**config.mk**
```make
export PLATFORM = sky130hd
export DESIGN_NAME = sim_integrity_monitor
export DESIGN_NICKNAME = d
export VERILOG_FILES = /design/src/rtl/sim_pkg.sv /design/src/rtl/sim_integrity_monitor.sv /design/src/rtl/sim_down_timer.sv
export SDC_FILE = /design/constraint.sdc
export NUM_CORES = 1
export LEC_CHECK = 0
export ABC_CLOCK_PERIOD_IN_PS = 2000
export BUFFER_PORTS_ARGS = -buffer_cell sky130_fd_sc_hd__buf_2
export CAP_MARGIN = 10
export CELL_PAD_IN_SITES_DETAIL_PLACEMENT = 0
export CELL_PAD_IN_SITES_GLOBAL_PLACEMENT = 1
export CORE_UTILIZATION = 33
export CTS_CLUSTER_SIZE = 25
export DETAILED_ROUTE_END_ITERATION = 8
export GPL_ROUTABILITY_DRIVEN = 1
export PLACE_DENSITY_LB_ADDON = 0.08
export REMOVE_ABC_BUFFERS = 1
export SYNTH_ARGS = -nofsm -noshare
export SYNTH_HDL_FRONTEND = slang
export SYNTH_SLANG_ARGS = --single-unit
export TNS_END_PERCENT = 20
```
**constraint.sdc**
```tcl
create_clock -name sys_clk -period 2 [get_ports sys_clk]
set_clock_uncertainty 0.1 [all_clocks]
set_input_delay 0.4 -clock sys_clk [delete_from_list [all_inputs] [get_ports sys_clk]]
set_output_delay 0.4 -clock sys_clk [all_outputs]
set_load 0.05 [all_outputs]
```
**src/rtl/sim_pkg.sv**
```systemverilog
// Shared constants and types of the system integrity monitor.
package sim_pkg;

  // Register byte addresses on the Avalon-MM slave.
  localparam logic [3:0] ADDR_CTRL = 4'h0;
  localparam logic [3:0] ADDR_PLL = 4'h4;
  localparam logic [3:0] ADDR_STAT = 4'h8;

  // Page-0 field positions of integrity_ctrl_status.
  localparam int BIT_PAGE = 7;
  localparam int BIT_WARN_IE = 6;
  localparam int BIT_WARN_FLAG = 5;
  localparam int BIT_LV_RF = 4;
  localparam int BIT_RSVD = 3;
  localparam int BIT_GUARD_IE = 2;
  localparam int BIT_GUARD_DET = 1;
  localparam int BIT_WDG_RF = 0;
  // Page-1 position of backup_pll_enable.
  localparam int BIT_PLL_EN = 3;
  localparam logic [7:0] CTRL_RESET = 8'h00;

  // Timing.
  localparam int CLK_PERIOD_NS = 100;
  localparam int TIMER_W = 13;
  localparam logic [12:0] RST_DELAY_SHORT_CYC = 13'h0100;
  localparam logic [12:0] RST_DELAY_LONG_CYC = 13'h1000;
  localparam int WDG_PULSE_NS = 20000;
  localparam int WDG_PULSE_CYC_I =
    (WDG_PULSE_NS + CLK_PERIOD_NS - 1) / CLK_PERIOD_NS;
  localparam logic [12:0] WDG_PULSE_CYC = WDG_PULSE_CYC_I[12:0];
  localparam int PLL_IN_MHZ = 8;
  localparam int PLL_OUT_MHZ = 16;

  typedef enum logic [1:0]
  {
    SIM_ACTIVE = 2'b00,
    SIM_DELAY = 2'b01,
    SIM_RUN = 2'b11,
    SIM_WDG = 2'b10
  } sim_rst_state_t;

  // Nonvolatile option settings.
  typedef struct packed
  {
    logic lowVoltEn;
    logic longDelay;
    logic pllOption;
  } sim_opt_t;

  // Supply comparators, 1 means the supply is below the threshold.
  typedef struct packed
  {
    logic belowRise;
    logic belowFall;
    logic warnBelow;
  } sim_supply_t;

  // CPU side status.
  typedef struct packed
  {
    logic globalMask;
    logic warnIsrAck;
    logic waitMode;
    logic haltMode;
    logic activeHalt;
  } sim_cpu_t;

endpackage

```
**src/rtl/sim_integrity_monitor.sv**
```systemverilog
// System integrity monitor: reset sequencing, supply warning, clock guard.
//
// What this block does
// - Hold reset while supply below hysteresis threshold.
// - Drive shared reset pin low during low-voltage reset.
// - Watchdog underflow drives reset pin for minimum width.
// - Low-voltage reset exists only when option selects it.
// - Supply warning flag readable, read-only, real time.
// - Supply warning works only with low-voltage option.
// - Enabled warning interrupt on every flag toggle.
// - No warning interrupt for crossing inside reset delay.
// - Slow rise, early enable: two interrupts.
// - Slow rise, late enable: exactly one interrupt.
// - Lost oscillator: keep clocking from backup PLL.
// - Backup PLL enabled by option or software, doubles.
// - No clock at start-up keeps device in reset.
// - Backup selection sets guard flag, interrupt if enabled.
// - In WAIT both interrupts wake the device.
// - HALT disables clock guard; reset restores defaults.
// - Supply warning stays active and wakes from HALT.
// - Interrupts need own enable and cleared global mask.
// - Guard interrupt wakes active-halt, not full HALT.
// - Bit 7 selects register page.
// - Bit 6 enables supply warning interrupt.
// - Warning pending clears on entering its service routine.
// - Bit 5 is the read-only supply warning flag.
// - Guard flag cleared by read after recovery; PLL-off zero.
// - Guard interrupt enable ignored while PLL disabled.
// - Watchdog flag set by watchdog, cleared by write/lowvolt.
//
// Added by the designer: the placing of the registers and register access over Avalon-MM.
`timescale 1ns/1ps
module sim_integrity_monitor (
  input wire logic sys_clk,
  input wire logic rstn,
  // Avalon-MM slave.
  input wire logic [3:0] address,
  input wire logic read,
  input wire logic write,
  input wire logic [31:0] writedata,
  output logic [31:0] readdata,
  output logic waitrequest,
  // Device side.
  input wire sim_pkg::sim_opt_t opt,
  input wire sim_pkg::sim_supply_t supply,
  input wire sim_pkg::sim_cpu_t cpu,
  input wire logic oscPresent,
  input wire logic wdgUnderflow,
  input wire logic resetPinIn,
  output logic resetPinOut,
  output logic resetPinOe,
  output logic cpuReset,
  output logic clockFromBackup,
  output logic backupPllRun,
  output logic warnIrq,
  output logic guardIrq,
  output logic wakeUp
);

  sim_pkg::sim_rst_state_t rstState;
  sim_pkg::sim_rst_state_t next_rstState;
  logic lvdHold;
  logic delayDone;
  logic pulseDone;
  logic [12:0] delayLen;
  logic ack;
  logic acceptRd;
  logic acceptWr;
  logic ctrlWr;
  logic pllWr;
  logic page;
  logic warnIe;
  logic guardIe;
  logic backup_pll_enable;
  logic lvRf;
  logic watchdog_reset_flag;
  logic warnFlag;
  logic warnPrev;
  logic warnPend;
  logic warnSet;
  logic guardDet;
  logic guardPend;
  logic onBackupPrev;
  logic pllOn;
  logic onBackup;
  logic running;
  logic [7:0] ctrlView;
  logic [31:0] next_readdata;

  // ---------------- Reset sequencer ----------------

  // Hysteresis: a running device only drops on the lower threshold, a
  // device in reset waits for the upper one.
  assign lvdHold = opt.lowVoltEn &&
    ((rstState == sim_pkg::SIM_RUN) ? supply.belowFall
                                    : supply.belowRise);

  assign delayLen = opt.longDelay ? sim_pkg::RST_DELAY_LONG_CYC
                                  : sim_pkg::RST_DELAY_SHORT_CYC;

  sim_down_timer #(
    .W(sim_pkg::TIMER_W)
  ) u_delay (
    .sys_clk(sys_clk),
    .rstn(rstn),
    .load(rstState != sim_pkg::SIM_DELAY),
    .loadValue(delayLen),
    .run(oscPresent),
    .done(delayDone)
  );

  sim_down_timer #(
    .W(sim_pkg::TIMER_W)
  ) u_pulse (
    .sys_clk(sys_clk),
    .rstn(rstn),
    .load(rstState != sim_pkg::SIM_WDG),
    .loadValue(sim_pkg::WDG_PULSE_CYC),
    .run(1'b1),
    .done(pulseDone)
  );

  always_comb
  begin
    next_rstState = rstState;
    if (lvdHold)
      next_rstState = sim_pkg::SIM_ACTIVE;
    else
    begin
      case (rstState)
        sim_pkg::SIM_ACTIVE:
          next_rstState = sim_pkg::SIM_DELAY;
        sim_pkg::SIM_DELAY:
          // The delay only counts with a live oscillator.
          if (delayDone && oscPresent)
            next_rstState = sim_pkg::SIM_RUN;
        sim_pkg::SIM_WDG:
          if (pulseDone)
            next_rstState = sim_pkg::SIM_DELAY;
        sim_pkg::SIM_RUN:
          if (wdgUnderflow)
            next_rstState = sim_pkg::SIM_WDG;
          else if (!resetPinIn)
            next_rstState = sim_pkg::SIM_ACTIVE;
        default:
          next_rstState = sim_pkg::SIM_ACTIVE;
      endcase
    end
  end

  always_ff @(posedge sys_clk or negedge rstn)
  begin
    if (!rstn)
      rstState <= sim_pkg::SIM_ACTIVE;
    else
      rstState <= next_rstState;
  end

  assign running = (rstState == sim_pkg::SIM_RUN);
  assign cpuReset = !running;
  // The pin stays low through every phase but run, so all devices on the
  // shared line see the whole reset.
  assign resetPinOe = !running;
  assign resetPinOut = 1'b0;

  // Reset cause flags survive the device reset they record.
  always_ff @(posedge sys_clk or negedge rstn)
  begin
    if (!rstn)
    begin
      lvRf <= 1'b0;
      watchdog_reset_flag <= 1'b0;
    end
    else
    begin
      if (ctrlWr && !writedata[sim_pkg::BIT_LV_RF])
        lvRf <= 1'b0;
      if (ctrlWr && !writedata[sim_pkg::BIT_WDG_RF])
        watchdog_reset_flag <= 1'b0;
      if (lvdHold)
      begin
        lvRf <= 1'b1;
        watchdog_reset_flag <= 1'b0;
      end
      else if (running && wdgUnderflow)
        watchdog_reset_flag <= 1'b1;
    end
  end

  // ---------------- Avalon-MM slave ----------------

  // One wait state: waitrequest drops in the cycle after the request.
  assign waitrequest = (read || write) && !ack;
  assign acceptRd = read && ack;
  assign acceptWr = write && ack;
  assign ctrlWr = acceptWr && address == sim_pkg::ADDR_CTRL && !page;
  assign pllWr = acceptWr && (address == sim_pkg::ADDR_PLL ||
    (address == sim_pkg::ADDR_CTRL && page));

  always_ff @(posedge sys_clk or negedge rstn)
  begin
    if (!rstn)
      ack <= 1'b0;
    else
      ack <= (read || write) && !ack;
  end

  always_comb
  begin
    ctrlView = sim_pkg::CTRL_RESET;
    ctrlView[sim_pkg::BIT_PAGE] = page;
    if (page)
      ctrlView[sim_pkg::BIT_PLL_EN] = backup_pll_enable;
    else
    begin
      ctrlView[sim_pkg::BIT_WARN_IE] = warnIe;
      ctrlView[sim_pkg::BIT_WARN_FLAG] = warnFlag;
      ctrlView[sim_pkg::BIT_LV_RF] = lvRf;
      ctrlView[sim_pkg::BIT_RSVD] = 1'b0;
      ctrlView[sim_pkg::BIT_GUARD_IE] = guardIe;
      ctrlView[sim_pkg::BIT_GUARD_DET] = guardDet;
      ctrlView[sim_pkg::BIT_WDG_RF] = watchdog_reset_flag;
    end
  end

  always_comb
  begin
    next_readdata = 32'h0000_0000;
    case (address)
      sim_pkg::ADDR_CTRL:
        next_readdata[7:0] = ctrlView;
      sim_pkg::ADDR_PLL:
        next_readdata[0] = backup_pll_enable;
      sim_pkg::ADDR_STAT:
        next_readdata[6:0] = {rstState, guardPend, warnPend,
                              backupPllRun, clockFromBackup, cpuReset};
      default:
        next_readdata = 32'h0000_0000;
    endcase
  end

  always_ff @(posedge sys_clk or negedge rstn)
  begin
    if (!rstn)
      readdata <= 32'h0000_0000;
    else if (read && !ack)
      readdata <= next_readdata;
  end

  // Control bits return to their reset values on every device reset, so a
  // wake-up by reset starts clean while a HALT exit keeps them.
  always_ff @(posedge sys_clk or negedge rstn)
  begin
    if (!rstn)
    begin
      page <= 1'b0;
      warnIe <= 1'b0;
      guardIe <= 1'b0;
      backup_pll_enable <= 1'b0;
    end
    else if (!running)
    begin
      page <= 1'b0;
      warnIe <= 1'b0;
      guardIe <= 1'b0;
      backup_pll_enable <= 1'b0;
    end
    else
    begin
      if (acceptWr && address == sim_pkg::ADDR_CTRL)
        page <= writedata[sim_pkg::BIT_PAGE];
      if (ctrlWr)
      begin
        warnIe <= writedata[sim_pkg::BIT_WARN_IE];
        guardIe <= writedata[sim_pkg::BIT_GUARD_IE];
      end
      if (pllWr)
        backup_pll_enable <= (address == sim_pkg::ADDR_PLL) ? writedata[0]
                   : writedata[sim_pkg::BIT_PLL_EN];
    end
  end

  // ---------------- Supply warning ----------------

  // Without the low-voltage option the comparator is ignored entirely;
  // HALT does not stop it.
  always_ff @(posedge sys_clk or negedge rstn)
  begin
    if (!rstn)
    begin
      warnFlag <= 1'b0;
      warnPrev <= 1'b0;
    end
    else
    begin
      warnFlag <= opt.lowVoltEn && supply.warnBelow;
      warnPrev <= warnFlag;
    end
  end

  // Setting the enable raises one request of its own, so an early enable
  // on a slow rise gives two and a late one gives one. Crossings during
  // reset are lost because the enable is held clear there.
  assign warnSet = opt.lowVoltEn && running && (
    (warnIe && warnFlag != warnPrev) ||
    (ctrlWr && !warnIe && writedata[sim_pkg::BIT_WARN_IE]));

  always_ff @(posedge sys_clk or negedge rstn)
  begin
    if (!rstn)
      warnPend <= 1'b0;
    else if (warnSet)
      warnPend <= 1'b1;
    else if (cpu.warnIsrAck || !opt.lowVoltEn || !running)
      warnPend <= 1'b0;
  end

  assign warnIrq = warnPend && !cpu.globalMask;

  // ---------------- Clock guard ----------------

  // The backup PLL runs at PLL_OUT_MHZ from a PLL_IN_MHZ reference; HALT
  // stops it and with it the whole guard.
  assign pllOn = (opt.pllOption || backup_pll_enable) && !cpu.haltMode;
  assign backupPllRun = pllOn;
  assign onBackup = pllOn && !oscPresent;
  assign clockFromBackup = onBackup;

  always_ff @(posedge sys_clk or negedge rstn)
  begin
    if (!rstn)
    begin
      guardDet <= 1'b0;
      guardPend <= 1'b0;
      onBackupPrev <= 1'b0;
    end
    else
    begin
      onBackupPrev <= onBackup;
      if (!pllOn)
      begin
        guardDet <= 1'b0;
        guardPend <= 1'b0;
      end
      else
      begin
        if (onBackup)
          guardDet <= 1'b1;
        else if (acceptRd && address == sim_pkg::ADDR_CTRL && !page)
          guardDet <= 1'b0;
        // Only an enable already set when the switch happens counts.
        if (onBackup && !onBackupPrev && guardIe)
          guardPend <= 1'b1;
        else if (!guardDet || !guardIe)
          guardPend <= 1'b0;
      end
    end
  end

  assign guardIrq = guardPend && pllOn && !cpu.globalMask;

  // Full HALT ignores the guard; active-halt and WAIT take both.
  assign wakeUp = warnIrq && (cpu.waitMode || cpu.haltMode ||
                  cpu.activeHalt) ||
    guardIrq && (cpu.waitMode || cpu.activeHalt);

  // ---------------- Checks ----------------

  property p_lvd_hold;
    @(posedge sys_clk) disable iff (!rstn)
    opt.lowVoltEn && supply.belowRise && cpuReset |=> cpuReset;
  endproperty
  a_lvd_hold: assert property (p_lvd_hold)
    else $error("Device left reset below the rising threshold.");

  property p_pin_low;
    @(posedge sys_clk) disable iff (!rstn)
    cpuReset |-> resetPinOe && !resetPinOut;
  endproperty
  a_pin_low: assert property (p_pin_low)
    else $error("Reset pin not driven low during reset.");

  property p_wdg_pulse;
    @(posedge sys_clk) disable iff (!rstn)
    running && wdgUnderflow |=> resetPinOe [*8];
  endproperty
  a_wdg_pulse: assert property (p_wdg_pulse)
    else $error("Watchdog reset pulse too short.");

  property p_no_lvd;
    @(posedge sys_clk) disable iff (!rstn)
    !opt.lowVoltEn && running && !wdgUnderflow && resetPinIn
      |=> running;
  endproperty
  a_no_lvd: assert property (p_no_lvd)
    else $error("Reset without any enabled source.");

  property p_warn_off;
    @(posedge sys_clk) disable iff (!rstn)
    !opt.lowVoltEn |=> !warnFlag && !warnPend;
  endproperty
  a_warn_off: assert property (p_warn_off)
    else $error("Supply warning active without low-voltage option.");

  property p_warn_toggle;
    @(posedge sys_clk) disable iff (!rstn)
    opt.lowVoltEn && running && warnIe && $changed(warnFlag)
      |=> warnPend;
  endproperty
  a_warn_toggle: assert property (p_warn_toggle)
    else $error("Warning toggle did not raise a request.");

  property p_warn_ack;
    @(posedge sys_clk) disable iff (!rstn)
    cpu.warnIsrAck && !warnSet |=> !warnPend;
  endproperty
  a_warn_ack: assert property (p_warn_ack)
    else $error("Warning request survived service entry.");

  property p_guard_pll_off;
    @(posedge sys_clk) disable iff (!rstn)
    !pllOn |=> !guardDet && !guardIrq;
  endproperty
  a_guard_pll_off: assert property (p_guard_pll_off)
    else $error("Guard flag set while PLL disabled.");

  property p_mask;
    @(posedge sys_clk) disable iff (!rstn)
    cpu.globalMask |-> !warnIrq && !guardIrq;
  endproperty
  a_mask: assert property (p_mask)
    else $error("Interrupt raised under global mask.");

  property p_halt_guard;
    @(posedge sys_clk) disable iff (!rstn)
    cpu.haltMode && !cpu.waitMode && !cpu.activeHalt && !warnIrq
      |-> !wakeUp;
  endproperty
  a_halt_guard: assert property (p_halt_guard)
    else $error("Full HALT woken by clock guard.");

  property p_no_clock;
    @(posedge sys_clk) disable iff (!rstn)
    rstState == sim_pkg::SIM_DELAY && !oscPresent |=> cpuReset;
  endproperty
  a_no_clock: assert property (p_no_clock)
    else $error("Reset released without oscillator.");

endmodule

```
**src/rtl/sim_down_timer.sv**
```systemverilog
// Loadable down counter used for reset pulse and reset delay timing.
`timescale 1ns/1ps
module sim_down_timer #(
  parameter int W = 13
) (
  input wire logic sys_clk,
  input wire logic rstn,
  input wire logic load,
  input wire logic [W-1:0] loadValue,
  input wire logic run,
  output logic done
);

  logic [W-1:0] count;

  always_ff @(posedge sys_clk or negedge rstn)
  begin
    if (!rstn)
      count <= '0;
    else if (load)
      count <= loadValue;
    else if (run && count != '0)
      count <= count - 1'b1;
  end

  assign done = (count == '0);

endmodule

```
==> metrics.md, run 1 <==
| Metric | Value |
|---|---|
| Post-synth ARST share | 1.00 |
| Final Wtd Congestion | 0.796 |
| Failing checks | negative setup slack |
| Top cell type's share of synthesized area | 0.436 |
| Met1 Usage GRT | 0.211 |
| Hold crit path type | in -> reg |
| Initial antenna violation count | 0 |
| Vias | 2451 |
| Root Driver | clkbuf_8 |
| Post-synthesis sequential area ratio | 0.436 |
| Fin crit period | 2140 ps |
| Crit path max-delay family | simple AND/OR/NAND/NOR gates |
| CP max-delay cell | or4_4 |
| Yosys warning total | 0 |
| Routed wire length | 6950 um |
| 1st-iter DRT viols | 69 |
| WL per Instance | 13.9 um |
| Max-cap violation count | 0 |
| Pre-CTS setup slack | -282 ps |
| Cells after synthesis | 307 |
| Most frequent cell after synthesis | dfrtp_1 |
| GRT met3 Usage | 0.0299 |
| WHS Path Cells | 2 |
| Critical path class | reg -> reg |
| Met2 usage | 0.283 |
| Synth Cell Area | 0.00281 mm2 |
| Commonest cells in the netlist | dfrtp_1, nor2_1, nand2_1 |
| Largest area contributor in the netlist | dfrtp_1 |
| Die ar. | 0.00889 mm2 |
| CP bufs+invs | 0 |
| Worst-Skew Late Latency | 310 ps |
| Num Clock Sinks | 49 |
| Largest net degree at the start of global routing | 50 |
| First-pass GRT wire length | 11300 um |
| Dominant cells by area after synthesis | dfrtp_1, buf_4, nor2_1 |
| PortBufs | 43 |
| Pre-antenna DRT Iters | 4 |
| CTS Buffer Depth | 2 |
| Slew @ Worst Pin | 615 ps |
| #FFs+latches synth | 49 |
| RSZ-0062 raised after global routing | true |
| CP Max Fanout | 6 |
| Max-slew violations | 0 |
| Ordered cell list for the critical path | or3b_4, or4_4, or4b_4, a21oi_2 |
| Final ANT Viol Nets | 0 |
| WHS | 190 ps |
| Die height | 94.3 um |
| Std cell rows | 33 |
| Setup TNS | -460 ps |
| Die Wd | 94.3 um |
| Maximum VDD drop | 0.514 mV |
| H-tree depth | 2 |
| Vias per Instance | 4.91 |
| Initial Utilization | 0.342 |
| Final setup viols | 5 |
| Nets | 451 |
| CP max stage delay | 530 ps |
| Core area | 0.00822 mm2 |
| Gr usage total | 0.165 |
| Pwr Density | 919 mW/mm2 |
| Synth cell types | 52 |
| Worst Slack Setup Final | -142 ps |
| Crit. End Element | flop |
| Achievable Freq | 0.467 GHz |
| Crit path launch type | flop |
| Slew Limit Headroom | 0.590 |
| Boundary Pins | 95 |
| Synth-to-layout area growth | 29.9% |
| Crit path arrival time | 2280 ps |
| Layout cells sized above 1 | 0.350 |
| Cell leakage power | 1.63 nW |
| Utilization after layout | 0.444 |
| Worst reg-to-reg path cell count | 4 |
| Gr busiest metal | met2 |
| Outcome | complete, but fails checks |
| Post-Syn Area per Cell | 9.16 um2 |
| Gr ovfl total | 0 |
| Ys flop type | dfrtp_1 |
| Req. time, crit path | 2140 ps |
| Reg clk slew, reported paths | 100 ps |
| TritonCTS clock tree | yes |
| Final Hold Vio Count | 0 |
| CP Depth | 4 |
| DP Wirelength | 4900 um |
| DRC viols | 0 |
| Vias in the first global route | 2347 |
| N_diodes | 0 |
| Tcrit/Tclk final | 1.07 |
| CTS buffer count | 5 |
| Post-synth EDFFs | 0 |
==> logic make-up after synthesis <==
| group | after synthesis | synth area share |
|---|---|---|
| buf+inv | 44 | 0.0939 |
| other cells | 1 | 0.00133 |
| xor+xnor | 6 | 0.0187 |
| flops | 49 | 0.436 |
| simple gates | 130 | 0.254 |
| fa+ha+maj | 4 | 0.0178 |
| mux | 7 | 0.0254 |
| compound gates | 66 | 0.153 |
==> sequential cells by signal, indices dropped and copies added (netlist names), 2 cells and up <==
signal and flops:
u_pulse.count 13, rstState 2, readdata 8, u_delay.count 13
==> what timing repair did <==
action,in CTS,in global routing
hold buffers,1,0
pin swaps,3,7
endpoints found under the setup margin,18,26
setup buffers,1,2
endpoints found under the hold margin,49,0
resized for setup,20,16
==> per-stage QoR <==
| stage | power, W | std cells | area [um2] |
|---|---|---|---|
| after floorplan | 0.00190 | 294 | 2660 |
| after global placement | 0.00243 | 487 | 3360 |
| after detailed placement | 0.00244 | 487 | 3360 |
| after CTS | 0.00332 | 497 | 3570 |
| after global routing | 0.00359 | 499 | 3650 |
| final | 0.00336 | 499 | 3650 |
==> cells in the final DEF, fill, tap and decap left out, types with 5 or more instances in the layout <==
cell type,instances
nand2_1,27
buf_2,42
a21oi_1,16
or3_1,6
dfrtp_1,48
o21ai_0,13
nor2b_1,5
buf_4,47
mux2i_1,6
conb_1,25
or4_1,5
a22oi_1,5
nand2b_1,12
nor2_1,29
nor3_1,7
nand3_1,5
o31ai_1,7
clkbuf_8,5
==> power by group <==
group	internal, W	total (W)	leakage [nW]	switching [W]
combinational	0.000656	0.00138	0.935	0.000722
sequential	0.00113	0.00123	0.638	0.0000994
clock	0.000375	0.000748	0.0543	0.000372
total	0.00216	0.00336	1.63	0.00119
==> final cells by class <==
type,instances,area (um2)
Fill cell,838,4560
Inverter,7,26.3
Tap cell,105,131
Clock buffer,5,68.8
Sequential cell,49,1230
Multi-Input combinational cell,238,1550
Clock inverter,3,46.3
Timing Repair Buffer,92,604
==> path summary, 6_finish.rpt <==
check | from | endpoint | slack [ps]
hold / removal | supply[0] | warnFlag$_DFF_PN0_ | 190
setup / recovery | u_delay.count[0]$_DFFE_PN0P_ | u_delay.count[9]$_DFFE_PN0P_ | -140
max in group asynchronous | rstn | backup_pll_enable$_DFFE_PN0P_ | 1060
min in group asynchronous | rstn | ack$_DFF_PN0_ | 490
hold reg to reg | warnFlag$_DFF_PN0_ | warnPrev$_DFF_PN0_ | 350
setup reg to reg | u_delay.count[0]$_DFFE_PN0P_ | u_delay.count[9]$_DFFE_PN0P_ | -140
==> per-layer routing <==
layer,vias to the layer above,share of wire
met2,51,0.48
met3,6,0.042
met1,1171,0.47
met5,-,0
li1,1223,-
met4,0,0.012
==> worst reg2reg max path: cells and delay by family, from the launching register on <==
| family | cells | cell delay (ps) |
|---|---|---|
| simple gates | 3 | 1450 |
| flops | 1 | 400 |
| compound gates | 1 | 120 |
(Power assumes the default switching activity.)
==> run 2: changes to the inputs <==
--- a/config.mk
+++ b/config.mk
@@ -10,11 +10,13 @@
 export CAP_MARGIN = 10
 export CELL_PAD_IN_SITES_DETAIL_PLACEMENT = 0
 export CELL_PAD_IN_SITES_GLOBAL_PLACEMENT = 1
+export CORE_MARGIN = 2
 export CORE_UTILIZATION = 33
 export CTS_CLUSTER_SIZE = 25
 export DETAILED_ROUTE_END_ITERATION = 8
 export GPL_ROUTABILITY_DRIVEN = 1
 export PLACE_DENSITY_LB_ADDON = 0.08
+export RECOVER_POWER = 25
 export REMOVE_ABC_BUFFERS = 1
 export SYNTH_ARGS = -nofsm -noshare
 export SYNTH_HDL_FRONTEND = slang
==> run 2 against run 1 <==
Net effect:
- the run still ends with negative setup slack left
- combinational power is 5% lower
- power decreased by 1.1%
- die area grew 4.3%
- design area fell by 0.14%
- sequential cell count stayed put
- first-iteration DRC count down 32%
- sequential share of layout area barely moved
- routed wire length about the same
- critical path type unchanged
==> metrics.md, run 2 (synthesized netlist as in run 1, its figures left out) <==
| Metric | Value |
|---|---|
| DRC viols | 0 |
| Slew @ Worst Pin | 717 ps |
| Final Hold Vio Count | 0 |
| Req. time, crit path | 2140 ps |
| Nets | 453 |
| Vias in the first global route | 2297 |
| Final Wtd Congestion | 0.762 |
| Largest net degree at the start of global routing | 50 |
| Initial Utilization | 0.340 |
| Vias | 2470 |
| Fill cells | 839 |
| RSZ-0062 raised after global routing | true |
| WHS | 207 ps |
| Crit path max-delay family | simple AND/OR/NAND/NOR gates |
| Crit path arrival time | 2280 ps |
| Boundary Pins | 95 |
| Routed wire length | 6940 um |
| Pwr Density | 910 mW/mm2 |
| Critical path class | reg -> reg |
| Cell leakage power | 1.64 nW |
| Vias per Instance | 4.93 |
| CP bufs+invs | 0 |
| TritonCTS clock tree | yes |
| H-tree depth | 2 |
| Initial antenna violation count | 0 |
| Maximum VDD drop | 0.423 mV |
| Pre-antenna DRT Iters | 4 |
| Most common cell after layout, fill and taps aside | buf_4 |
| Hold crit path type | in -> reg |
| Slew Limit Headroom | 0.522 |
| Gr ovfl total | 0 |
| Reg clk slew, reported paths | 90 ps |
| 1st-iter DRT viols | 47 |
| Final setup viols | 5 |
| Crit path launch type | flop |
| Fin crit period | 2140 ps |
| Largest regs | u_delay.count x13, u_pulse.count x13, readdata x8 |
| Final ANT Viol Nets | 0 |
| Max-cap violation count | 0 |
| Failing checks | negative setup slack |
| CP Max Fanout | 6 |
| CTS buffer count | 5 |
| Gr usage total | 0.159 |
| Worst-Skew Late Latency | 310 ps |
| Worst Slack Setup Final | -142 ps |
| Die ar. | 0.00927 mm2 |
| PortBufs | 43 |
| Tcrit/Tclk final | 1.07 |
| Core area | 0.00826 mm2 |
| Layout cells sized above 1 | 0.343 |
| Most frequent cells in the layout | buf_4, dfrtp_1, buf_2 |
| Crit. End Element | flop |
| Outcome | complete, but fails checks |
| First-pass GRT wire length | 11400 um |
| Setup TNS | -455 ps |
| Die Wd | 96.3 um |
| DP Wirelength | 4950 um |
| Pre-CTS setup slack | -273 ps |
| WL per Instance | 13.9 um |
| Synth-to-layout area growth | 29.7% |
| CTS Buffer Depth | 2 |
| Die height | 96.3 um |
| Max-slew violations | 0 |
| CP max-delay cell | or4_4 |
| Ordered cell list for the critical path | or3b_4, or4_4, or4b_4, a21oi_2 |
| Std cell rows | 33 |
| Achievable Freq | 0.467 GHz |
| Num Clock Sinks | 49 |
| N_diodes | 0 |
| Root Driver | clkbuf_8 |
| CP max stage delay | 530 ps |
[run 2: cell types whose count changed in the layout (fill, tap and decap cells not counted), moves of 2 or more]
cell | previous run | this run
ha_4 | 2 | 0
a21oi_2 | 3 | 1
a21oi_1 | 16 | 18
buf_4 | 47 | 50
[run 2: path summary, 6_finish.rpt]
| check | startpoint | to | slack [ps] | cells past startpoint |
|---|---|---|---|---|
| min in group asynchronous | rstn | readdata[7]$_DFFE_PN0P_ | 670 | 3 |
| max reg2reg | u_delay.count[1]$_DFFE_PN0P_ | u_delay.count[9]$_DFFE_PN0P_ | -140 | 4 |
| max | u_delay.count[1]$_DFFE_PN0P_ | u_delay.count[9]$_DFFE_PN0P_ | -140 | 4 |
| min reg2reg | warnFlag$_DFF_PN0_ | warnPrev$_DFF_PN0_ | 330 | 0 |
| max in group asynchronous | rstn | backup_pll_enable$_DFFE_PN0P_ | 630 | 3 |
| min | supply[0] | warnFlag$_DFF_PN0_ | 210 | 2 |
[run 2: layer usage]
layer / GRT usage / routed length [um]
met1: 0.207 / 3190
met2: 0.273 / 3340
met3: 0.0282 / 334
met4: 0.0423 / 82
met5: 0 / 0
[run 2: final cells by class]
class,instances,area (um2),area share
clock buffers,6,82.6,0.0226
clock inverters,2,37.5,0.0103
inverters,7,26.3,0.00720
multi-input cells,238,1530,0.420
flip-flops and latches,49,1230,0.337
well taps,105,131,0.0360
repair buffers,94,609,0.167
[run 2: stage by stage]
stage | cells | utilization | power (W) | instance area, um2
floorplan | 294 | - | 0.00190 | 2660
global placement | 491 | 0.411 | 0.00244 | 3390
detailed placement | 491 | 0.411 | 0.00245 | 3390
CTS | 501 | 0.435 | 0.00333 | 3590
global route | 501 | 0.442 | 0.00355 | 3650
finish | 501 | 0.442 | 0.00332 | 3650
[run 2: power breakdown]
part           total (W)  internal, W  leakage [nW]  switching, W
sequential       0.00123      0.00113         0.638      0.000101
combinational    0.00131     0.000623         0.940      0.000691
clock           0.000774     0.000407        0.0574      0.000367
total            0.00332      0.00216          1.64       0.00116
[run 2: repair_timing]
item,in CTS,in global routing
buffers inserted,1,0
setup endpoints to repair,20,25
resized for setup,17,16
pin swaps,4,5
hold buffers,1,0
endpoints found under the hold margin,49,0
==> run 3: changes to the inputs <==
--- a/config.mk
+++ b/config.mk
@@ -15,7 +15,7 @@
 export CTS_CLUSTER_SIZE = 25
 export DETAILED_ROUTE_END_ITERATION = 8
 export GPL_ROUTABILITY_DRIVEN = 1
-export PLACE_DENSITY_LB_ADDON = 0.08
+export PLACE_DENSITY_LB_ADDON = 0.1
 export RECOVER_POWER = 25
 export REMOVE_ABC_BUFFERS = 1
 export SYNTH_ARGS = -nofsm -noshare
==> run 3 against run 2 <==
Net effect:
- the flow still finishes with violations (negative setup slack)
- clock-buffer cell count decreased by 1
- worst setup slack improved by 40 ps
- routed wire length increased by 0.50%
- clock power decreased by 4.8%
- global-route usage decreased by 0.30 points
- sequential cell count unchanged
- hold slack improved by 16 ps
- first-iteration DRC count increased by 36%
- via count increased by 0.12%
==> metrics.md, run 3 (synthesized netlist as in run 1, its figures left out) <==
| Metric | Value |
|---|---|
| Outcome | complete, but fails checks |
| Failing checks | negative setup slack |
| Met2 usage | 0.271 |
| Critical path class | reg -> reg |
| TritonCTS clock tree | yes |
| Die height | 96.3 um |
| H-tree depth | 2 |
| Synth-to-layout area growth | 28.9% |
| Fill cells | 850 |
| N_diodes | 0 |
| Fin area | 0.00362 mm2 |
| Pre-antenna DRT Iters | 4 |
| CTS buffer count | 5 |
| Final setup viols | 6 |
| Area after DPL | 0.00339 mm2 |
| Vias | 2473 |
| Register Area | 0.00123 mm2 |
| Final Hold Vio Count | 0 |
| Largest net degree at the start of global routing | 34 |
| WHS | 222 ps |
| Req. time, crit path | 2140 ps |
| PortBufs | 43 |
| Boundary Pins | 95 |
| Hold crit path type | in -> reg |
| Die ar. | 0.00927 mm2 |
| Num Clock Sinks | 49 |
| Slew @ Worst Pin | 1020 ps |
| Initial antenna violation count | 0 |
| CP bufs+invs | 0 |
| Max-cap violation count | 0 |
| Root Driver | clkbuf_8 |
| Vias per Instance | 4.95 |
| Final ANT Viol Nets | 0 |
| Initial Utilization | 0.340 |
| Largest regs | u_delay.count x13, u_pulse.count x13, readdata x8 |
| Core area | 0.00826 mm2 |
| CTS Buffer Depth | 2 |
| Crit path max-delay family | simple AND/OR/NAND/NOR gates |
| Gr ovfl total | 0 |
| Slew Limit Headroom | 0.317 |
| DP Wirelength | 5190 um |
| Post-CTS setup buffers | 0 |
| Multi-input combinational cell area | 0.00153 mm2 |
| Max-slew violations | 0 |
| Crit. End Element | flop |
| 1st-iter DRT viols | 64 |
| Maximum VDD drop | 0.410 mV |
| Total power | 0.00329 W |
| Routed wire length | 6980 um |
| Vias in the first global route | 2304 |
| Most common cell after layout, fill and taps aside | dfrtp_1 |
| WL per Instance | 14.0 um |
| Die Wd | 96.3 um |
| Crit path launch type | flop |
| Worst Slack Setup Final | -102 ps |
| CP Max Fanout | 6 |
| Ordered cell list for the critical path | or3_4, or4_4, or4b_1, a21oi_2 |
| Fin crit period | 2100 ps |
| CP max-delay cell | or4_4 |
| First-pass GRT wire length | 11200 um |
| Gr usage total | 0.156 |
| Met1 Usage GRT | 0.198 |
| Worst-Skew Late Latency | 300 ps |
| Most frequent cells in the layout | dfrtp_1, buf_4, buf_2 |
| Nets | 452 |
| Layout cells sized above 1 | 0.329 |
| Reg clk slew, reported paths | 100 ps |
| GRT met3 Usage | 0.0321 |
| Crit path arrival time | 2240 ps |
| Gr busiest metal | met2 |
| RSZ-0062 raised after global routing | true |
| CP max stage delay | 530 ps |
| Pwr Density | 908 mW/mm2 |
| Pre-CTS setup slack | -245 ps |
| Achievable Freq | 0.476 GHz |
| Final Wtd Congestion | 0.782 |
| Tcrit/Tclk final | 1.05 |
| Cell leakage power | 1.62 nW |
| Std cell rows | 33 |
| DRC viols | 0 |
==> run 3: stage by stage <==
stage                     utilization  instances  TNS [ps]
final                           0.439        500      -298
after global routing            0.439        500      -811
after CTS                       0.430        500      -551
after detailed placement        0.411        491     -1960
after global placement          0.411        491     -2020
after floorplan                     -        294     -2310
==> run 3: area by class of cell <==
type / count / share of cell area
timing repair buffer: 93 / 0.165
sequential: 49 / 0.338
tap: 105 / 0.0363
multi-input combinational: 238 / 0.421
clock inverter: 3 / 0.0128
clock buffer: 5 / 0.0190
inverter: 7 / 0.00725
==> run 3: final timing paths <==
path | startpoint | endpoint | slack [ps] | depth (start not counted)
worst max register to register | u_delay.count[4]$_DFFE_PN0P_ | u_delay.count[9]$_DFFE_PN0P_ | -100 | 4
worst min-delay path | supply[0] | warnFlag$_DFF_PN0_ | 220 | 2
worst min register to register | warnFlag$_DFF_PN0_ | warnPrev$_DFF_PN0_ | 330 | 0
min in group asynchronous | rstn | readdata[7]$_DFFE_PN0P_ | 680 | 2
max in group asynchronous | rstn | u_delay.count[5]$_DFFE_PN0P_ | 280 | 3
worst max-delay path | u_delay.count[4]$_DFFE_PN0P_ | u_delay.count[9]$_DFFE_PN0P_ | -100 | 4
==> run 3: per-layer routing <==
layer,vias up,wire (um)
met3,5,398
met2,69,3290
li1,1236,-
met5,-,0
met4,0,61
met1,1163,3230
==> run 3: repair_timing <==
item / 4_1_cts / 5_1_grt
endpoints found under the setup margin: 18 / 25
hold endpoints to repair: 16 / 0
gates resized for setup: 12 / 21
hold buffers: 1 / 0
pin swaps: 4 / 4
==> run 3: power by group <==
| part | switching [W] | total [W] | internal, W | leakage, nW |
|---|---|---|---|---|
| clock | 0.000362 | 0.000737 | 0.000375 | 0.0543 |
| sequential | 0.000102 | 0.00123 | 0.00113 | 0.640 |
| combinational | 0.000702 | 0.00132 | 0.000620 | 0.921 |
